<file path="src/ssp_pkg.sv">
package ssp_pkg;

    // ****************************************
    // Register map
    // ****************************************
    localparam logic [11:0] SEQUENCER_PRIORITY_OFFS = 12'h020;
    localparam logic [11:0] PENDING_STATUS_OFFS = 12'h028;
    localparam logic [31:0] RSVD_READ_VALUE = 32'h0000_0000;

    // ****************************************
    // Field layout and reset values
    // ****************************************
    localparam int NUM_SEQ = 4;
    localparam int RANK_W = 2;
    localparam int SEQ0_LSB = 0;
    localparam int SEQ1_LSB = 4;
    localparam int SEQ2_LSB = 8;
    localparam int SEQ3_LSB = 12;
    localparam logic [1:0] SEQ0_RANK_RST = 2'h0;
    localparam logic [1:0] SEQ1_RANK_RST = 2'h1;
    localparam logic [1:0] SEQ2_RANK_RST = 2'h2;
    localparam logic [1:0] SEQ3_RANK_RST = 2'h3;
    localparam logic [1:0] RANK_LEAST = 2'h3;

    // ****************************************
    // Types
    // ****************************************
    typedef struct packed {
        logic [1:0] seq3_rank;
        logic [1:0] seq2_rank;
        logic [1:0] seq1_rank;
        logic [1:0] seq0_rank;
    } ssp_ranks_t;

    typedef struct packed {
        logic [11:0] paddr;
        logic psel;
        logic penable;
        logic pwrite;
        logic [31:0] pwdata;
    } ssp_apb_req_t;

    typedef enum logic [1:0] {
        SSP_IDLE = 2'b00,
        SSP_RUN = 2'b01
    } ssp_state_t;

endpackage : ssp_pkg

</file>
<file path="src/ssp_arbiter.sv">
`timescale 1ns/1ps
module ssp_arbiter (
    // Ranks and pending requests
    input wire ssp_pkg::ssp_ranks_t ranks,
    input wire logic [3:0] pending,
    // Winner
    output logic grant_valid,
    output logic [1:0] grant_id
);

    logic [1:0] rank_of [4];
    logic [1:0] best;

    always_comb begin
        rank_of[0] = ranks.seq0_rank;
        rank_of[1] = ranks.seq1_rank;
        rank_of[2] = ranks.seq2_rank;
        rank_of[3] = ranks.seq3_rank;
        grant_valid = 1'b0;
        grant_id = 2'h0;
        best = ssp_pkg::RANK_LEAST;
        // Lowest code wins; ties go to lower index
        for (int i = 0; i < ssp_pkg::NUM_SEQ; i++) begin
            if (pending[i] && (!grant_valid || rank_of[i] < best)) begin
                grant_valid = 1'b1;
                grant_id = 2'(i);
                best = rank_of[i];
            end
        end
    end

endmodule : ssp_arbiter

</file>
<file path="src/ssp_sequencer_priority.sv">
`timescale 1ns/1ps
module ssp_sequencer_priority (
    // Clock and reset
    input wire logic pclk,
    input wire logic presetn,
    // APB slave
    input wire logic [11:0] paddr,
    input wire logic psel,
    input wire logic penable,
    input wire logic pwrite,
    input wire logic [31:0] pwdata,
    output logic [31:0] prdata,
    output logic pready,
    output logic pslverr,
    // Sequencer triggers and conversion engine
    input wire logic [3:0] trigger,
    input wire logic seq_done,
    output logic seq_start,
    output logic [1:0] seq_id,
    output logic seq_busy
);

    // ****************************************
    // Register file
    // ****************************************
    ssp_pkg::ssp_ranks_t ranks_q, ranks_d;
    logic [31:0] prdata_q, prdata_d;
    logic wr_en, rd_en, rd_setup, hit_pri, hit_pend;

    assign wr_en = psel && penable && pwrite;
    assign rd_en = psel && penable && !pwrite;
    // Read data loaded in setup so it stands at the access edge
    assign rd_setup = psel && !penable && !pwrite;
    assign hit_pri = paddr == ssp_pkg::SEQUENCER_PRIORITY_OFFS;
    assign hit_pend = paddr == ssp_pkg::PENDING_STATUS_OFFS;
    assign pready = 1'b1;
    assign pslverr = psel && penable && !hit_pri && !hit_pend;
    assign prdata = prdata_q;

    function automatic logic [31:0] pack_ranks(ssp_pkg::ssp_ranks_t r);
        logic [31:0] w;
        w = ssp_pkg::RSVD_READ_VALUE;
        w[ssp_pkg::SEQ0_LSB +: ssp_pkg::RANK_W] = r.seq0_rank;
        w[ssp_pkg::SEQ1_LSB +: ssp_pkg::RANK_W] = r.seq1_rank;
        w[ssp_pkg::SEQ2_LSB +: ssp_pkg::RANK_W] = r.seq2_rank;
        w[ssp_pkg::SEQ3_LSB +: ssp_pkg::RANK_W] = r.seq3_rank;
        return w;
    endfunction : pack_ranks

    logic [3:0] pend_q, pend_d;

    always_comb begin
        ranks_d = ranks_q;
        prdata_d = prdata_q;
        if (wr_en && hit_pri) begin
            // Reserved bits of pwdata are dropped
            ranks_d.seq0_rank =
                pwdata[ssp_pkg::SEQ0_LSB +: ssp_pkg::RANK_W];
            ranks_d.seq1_rank =
                pwdata[ssp_pkg::SEQ1_LSB +: ssp_pkg::RANK_W];
            ranks_d.seq2_rank =
                pwdata[ssp_pkg::SEQ2_LSB +: ssp_pkg::RANK_W];
            ranks_d.seq3_rank =
                pwdata[ssp_pkg::SEQ3_LSB +: ssp_pkg::RANK_W];
        end
        if (rd_setup) begin
            if (hit_pri) begin
                prdata_d = pack_ranks(ranks_q);
            end else if (hit_pend) begin
                prdata_d = {28'h0000000, pend_q};
            end else begin
                prdata_d = ssp_pkg::RSVD_READ_VALUE;
            end
        end
    end

    always_ff @(posedge pclk or negedge presetn) begin
        if (!presetn) begin
            ranks_q <= {ssp_pkg::SEQ3_RANK_RST, ssp_pkg::SEQ2_RANK_RST,
                        ssp_pkg::SEQ1_RANK_RST, ssp_pkg::SEQ0_RANK_RST};
            prdata_q <= 32'h0000_0000;
        end else begin
            ranks_q <= ranks_d;
            prdata_q <= prdata_d;
        end
    end

    // ****************************************
    // Arbitration and sequencing
    // ****************************************
    ssp_pkg::ssp_state_t state_q, state_d;
    logic [1:0] id_q, id_d;
    logic start_q, start_d;
    logic grant_valid;
    logic [1:0] grant_id;

    ssp_arbiter u_arb (
        .ranks(ranks_q),
        .pending(pend_q),
        .grant_valid(grant_valid),
        .grant_id(grant_id)
    );

    always_comb begin
        state_d = state_q;
        id_d = id_q;
        start_d = 1'b0;
        pend_d = pend_q | trigger;
        case (state_q)
            ssp_pkg::SSP_IDLE: begin
                if (grant_valid) begin
                    state_d = ssp_pkg::SSP_RUN;
                    id_d = grant_id;
                    start_d = 1'b1;
                    // New trigger on the same sequencer is kept
                    pend_d[grant_id] = trigger[grant_id];
                end
            end
            ssp_pkg::SSP_RUN: begin
                if (seq_done) begin
                    state_d = ssp_pkg::SSP_IDLE;
                end
            end
            default: begin
                state_d = ssp_pkg::SSP_IDLE;
            end
        endcase
    end

    always_ff @(posedge pclk or negedge presetn) begin
        if (!presetn) begin
            state_q <= ssp_pkg::SSP_IDLE;
            id_q <= 2'h0;
            start_q <= 1'b0;
            pend_q <= 4'h0;
        end else begin
            state_q <= state_d;
            id_q <= id_d;
            start_q <= start_d;
            pend_q <= pend_d;
        end
    end

    assign seq_start = start_q;
    assign seq_id = id_q;
    assign seq_busy = state_q == ssp_pkg::SSP_RUN;

    // ****************************************
    // Assertions
    // ****************************************
    AST_RESET_RANKS: assert property (@(posedge pclk)
        $rose(presetn) |-> pack_ranks(ranks_q) == 32'h0000_3210)
        else $error("Ranks not at reset values");

    AST_WRITE_TAKES: assert property (@(posedge pclk) disable iff (!presetn)
        wr_en && hit_pri |=>
        pack_ranks(ranks_q) == ($past(pwdata) & 32'h0000_3333))
        else $error("Rank write not stored");

    AST_READ_RSVD_ZERO: assert property (@(posedge pclk) disable iff (!presetn)
        rd_en && hit_pri |-> (prdata & 32'hFFFF_CCCC) == 32'h0000_0000)
        else $error("Reserved bits read nonzero");

    AST_READ_MATCH: assert property (@(posedge pclk) disable iff (!presetn)
        rd_en && hit_pri && !wr_en |-> prdata == pack_ranks(ranks_q))
        else $error("Read data differs from ranks");

    AST_START_PULSE: assert property (@(posedge pclk) disable iff (!presetn)
        seq_start |=> !seq_start && seq_busy)
        else $error("Start not a single pulse");

    AST_ONE_AT_A_TIME: assert property (@(posedge pclk) disable iff (!presetn)
        seq_busy && !seq_done |=> !seq_start)
        else $error("Start while busy");

    AST_MOST_URGENT: assert property (@(posedge pclk) disable iff (!presetn)
        state_q == ssp_pkg::SSP_IDLE && pend_q != 4'h0 && pend_q[1]
        && pend_q[0] && ranks_q.seq0_rank < ranks_q.seq1_rank
        |=> seq_start && seq_id != 2'h1)
        else $error("Less urgent sequencer started first");

    AST_IDLE_STARTS: assert property (@(posedge pclk) disable iff (!presetn)
        state_q == ssp_pkg::SSP_IDLE && pend_q != 4'h0 |=> seq_start)
        else $error("Pending sequencer not started");

endmodule : ssp_sequencer_priority

</file>
<file path="config.mk">
export PLATFORM = sky130hd
export DESIGN_NAME = ssp_sequencer_priority
export DESIGN_NICKNAME = d
export VERILOG_FILES = /design/src/ssp_pkg.sv /design/src/ssp_arbiter.sv /design/src/ssp_sequencer_priority.sv
export SDC_FILE = /design/constraint.sdc
export NUM_CORES = 1
export LEC_CHECK = 0
export BUFFER_PORTS_ARGS = -buffer_cell sky130_fd_sc_hd__clkbuf_2
export CAP_MARGIN = 10
export CELL_PAD_IN_SITES_DETAIL_PLACEMENT = 1
export CELL_PAD_IN_SITES_GLOBAL_PLACEMENT = 1
export CORE_MARGIN = 2
export CORE_UTILIZATION = 30
export CTS_CLUSTER_DIAMETER = 120
export DETAILED_ROUTE_END_ITERATION = 8
export GPL_TIMING_DRIVEN = 1
export PLACE_DENSITY = 0.85
export SYNTH_ARGS = -nofsm -noshare
export SYNTH_HDL_FRONTEND = slang
export SYNTH_SLANG_ARGS = --single-unit
</file>
<file path="constraint.sdc">
create_clock -name pclk -period 3.1 [get_ports pclk]
set_input_delay 0.62 -clock pclk [delete_from_list [all_inputs] [get_ports pclk]]
set_output_delay 0.62 -clock pclk [all_outputs]
set_load 0.01 [all_outputs]
</file>
==> impl_metrics.csv <==
group,metric,value,unit
setup_path,path_cells,"buf_4 -> and4b_1 -> a211oi_1 -> a21oi_2 -> a21oi_1 -> a31oi_1 -> ha_1 -> nor3b_1 -> a311oi_4 -> nand3_1 -> a21o_1",
logic_synthesis,synth-seq-cells,26,
routing,dr.pass1.iters,4,
grt,grt_usage,12.0,%
timing,fmax,0.361,GHz
run,cap_viol_max_count,0,
cells_and_area,nNetsFinal,245,
timing,rsz0062_at_grt,"false",
min_path,hold_path_class,"in -> async",
logic_synthesis,synth.yosys.seq_area_share,45.1,%
run_status,outcome,"complete, no violations",
logic_synthesis,avgSynthCellArea,10.2,um^2
routing,drc,0,
logic_synthesis,yosys_most_used_dff,"dfrtp_1",
routing,avgRoutedWirePerCell,13.6,um
timing,hold_violations,0,
clock_network,clkSlewWorstSetupHoldPaths,0.09,ns
placement,pre_cts_slack,0.288,ns
logic_synthesis,synth_edf_count,0,
grt,grt_pass1_wl,5.04,mm
grt,antenna_found_initial,0,
floorplanning,dieArea,5420,um^2
floorplanning,die_w,73.6,um
clock_network,postCtsSetupBuffers,0,
cells_and_area,drive_gt1_share,34.0,%
setup_path,crit_slowest_cell,"a211oi_1",
power,ir_drop,0.000163,V
placement,io_buffers,44,
grt,grt_pass1_vias,1141,
logic_synthesis,synth_area,1450,um^2
logic_synthesis,synthCells,143,
cells_and_area,antenna_cells,0,
clock_network,cts.sinks,26,
timing,max_slew.worst_pin.slew,0.707,ns
logic_synthesis,yosys.area.top_type,"dfrtp_1",
setup_path,crit_fanout,7,
clock_network,cts_tree,"done",
setup_path,cp-start-kind,"register",
power,power.density,426,nW/um^2
setup_path,rr_worst_depth,11,
cells_and_area,utilization,36.7,%
grt,grt_max_degree,27,
clock_network,insertion_delay,0.27,ns
timing,setup_tns,0,ns
clock_network,h-tree-depth,1,
setup_path,required,3.27,ns
floorplanning,die_h,73.6,um
logic_synthesis,synth-async-reset-ratio,100,%
clock_network,clock_path_buffers,2,
timing,period_share,89.5,%
placement,post-dp-hpwl,2.66,mm
power,finalPower,734,uW
timing,clock_skew,0.00382,ns
routing,routed_wl,3.29,mm
cells_and_area,syn_to_final_growth,18.6,%
setup_path,rr_startpoint,"pend_q[1]",
logic_synthesis,synthTopCellsByArea,"dfrtp_1, buf_4, dfstp_2",
routing,vias,1152,
placement,gp_congestion,0.748,
setup_path,r2r_slack,0.33,ns
setup_path,reg2reg_to,"pend_q[1]",
floorplanning,rows,25,
setup_path,end_kind,"register",
floorplanning,ios,92,
logic_synthesis,synth.top_cell.area_share,37.9,%
timing,max_slew_margin,52.5,%
routing,drt-initial-drc-count,20,
timing,setup_viol,0,
setup_path,worstPathArrival,2.94,ns
clock_network,cts-buffers-inserted,3,
timing,finalCriticalPeriod,2.77,ns
timing,setup_ws,0.326,ns
routing,via_per_inst,4.76,
floorplanning,core-area,4690,um^2
logic_synthesis,synth_cell_types,35,
logic_synthesis,yosysWarnings,0,
grt,gr-total-overflow,0,
setup_path,critPathMaxStageDelay,0.43,ns
routing,antenna_left,0,
setup_path,path_class,"reg -> reg",
timing,drv_slew,0,
floorplanning,start_util,31.0,%
clock_network,root_buffer,"clkbuf_8",
power,p_leak,0.000866,uW
## registers in the layout, summed over array words and instances (netlist names)
| name | cells |
|---|---|
| prdata | 10 |
| pend_q | 4 |
| ranks_q | 8 |
| seq_id | 2 |
| state_q | 1 |
| seq_start | 1 |
## critical path: cells and delay by family (launching register included)
kind / cells / cell delay (ns)
compound gates: 6 / 1.39
simple gates: 3 / 0.40
fa+ha+maj: 1 / 0.32
buf+inv: 1 / 0.17
flops: 1 / 0.39
## layout make-up
cell class / instances / area, um^2
fillers: 572 / 2970
multi-input cells: 110 / 687
flip-flops and latches: 26 / 656
repair buffers: 46 / 235
well taps: 54 / 67.6
clock buffers: 3 / 41.3
clock inverters: 1 / 30.0
inverters: 2 / 7.51
## layout by cell type (no fill, tap or decap), types with 3 or more instances in the layout
cell,netlist,layout
dfstp_2,4,4
dfrtp_1,22,22
nand3_1,5,5
nand2_1,10,10
conb_1,2,23
nand2b_1,3,3
nor2_1,11,11
a21oi_1,5,4
o21ai_0,5,5
a31oi_1,4,4
mux2i_1,3,3
clkbuf_8,0,3
mux2_2,8,8
a22o_1,6,6
clkbuf_2,0,44
nor3_1,3,3
## cells by family (layout without fill, tap and decap cells)
kind of cell / count (synthesis) / after routing / share of synthesized area [%]
compound gates: 30 / 30 / 15.4
fa+ha+maj: 3 / 3 / 2.41
buf+inv: 28 / 52 / 13.3
flops: 26 / 26 / 45.1
mux: 11 / 11 / 8.26
other cells: 2 / 23 / 0.517
simple gates: 43 / 43 / 15.0
## power by group
part / internal, uW / switching, uW / total, uW
combinational: 37.6 / 60.2 / 97.9
clock: 173 / 106 / 279
sequential: 349 / 7.61 / 357
total: 560 / 174 / 734
## synthesized netlist by cell type, types with 2 or more instances
master and number:
inv_1 2, nor3_1 3, o21ai_0 5, nor4_1 2, mux2_2 8, a21o_1 2
nand2b_1 3, mux2i_1 3, o31ai_1 2, a22o_1 6, a21oi_1 5, dfrtp_1 22
nand3_1 5, nand2_1 10, conb_1 2, and3_1 2, ha_1 2, buf_4 23
buf_2 2, and4b_1 2, nor2_1 11, dfstp_2 4, a211oi_1 2, a31oi_1 4
## stage by stage
stage / area, um^2 / hold WS, ns / cells
floorplan: 1530 / 0.324 / 164
global placement: 1650 / 0.463 / 238
detailed placement: 1650 / 0.479 / 238
CTS: 1720 / 0.376 / 242
global route: 1720 / 0.391 / 242
finish: 1720 / 0.356 / 242
## worst max-delay path by stage
stage	startpoint	end	slack, ns	cells after the start
6_report	pend_q[1]	pend_q[1]	0.33	11
5_1_grt	ranks_q[1]	pend_q[1]	0.008	13
4_1_cts	ranks_q[1]	pend_q[1]	0.21	13
3_5_place_dp	ranks_q[1]	pend_q[1]	0.29	13
3_3_place_gp	ranks_q[1]	pend_q[1]	0.37	13
2_1_floorplan	pend_q[0]	pend_q[1]	0.54	13
## routing by layer
layer | wire length [um] | vias up | GRT usage (%)
li1 | - | 559 | -
met2 | 1780 | 31 | 22.5
met5 | 0 | - | 0
met4 | 34 | 0 | 4.24
met3 | 181 | 2 | 2.47
met1 | 1300 | 560 | 13.3
## what timing repair did
| item | in CTS | in global routing |
|---|---|---|
| setup endpoints to repair | 0 | 2 |
| resized for setup | 0 | 1 |
| hold buffers | 0 | 0 |
Power figures use the tool's default switching activity.
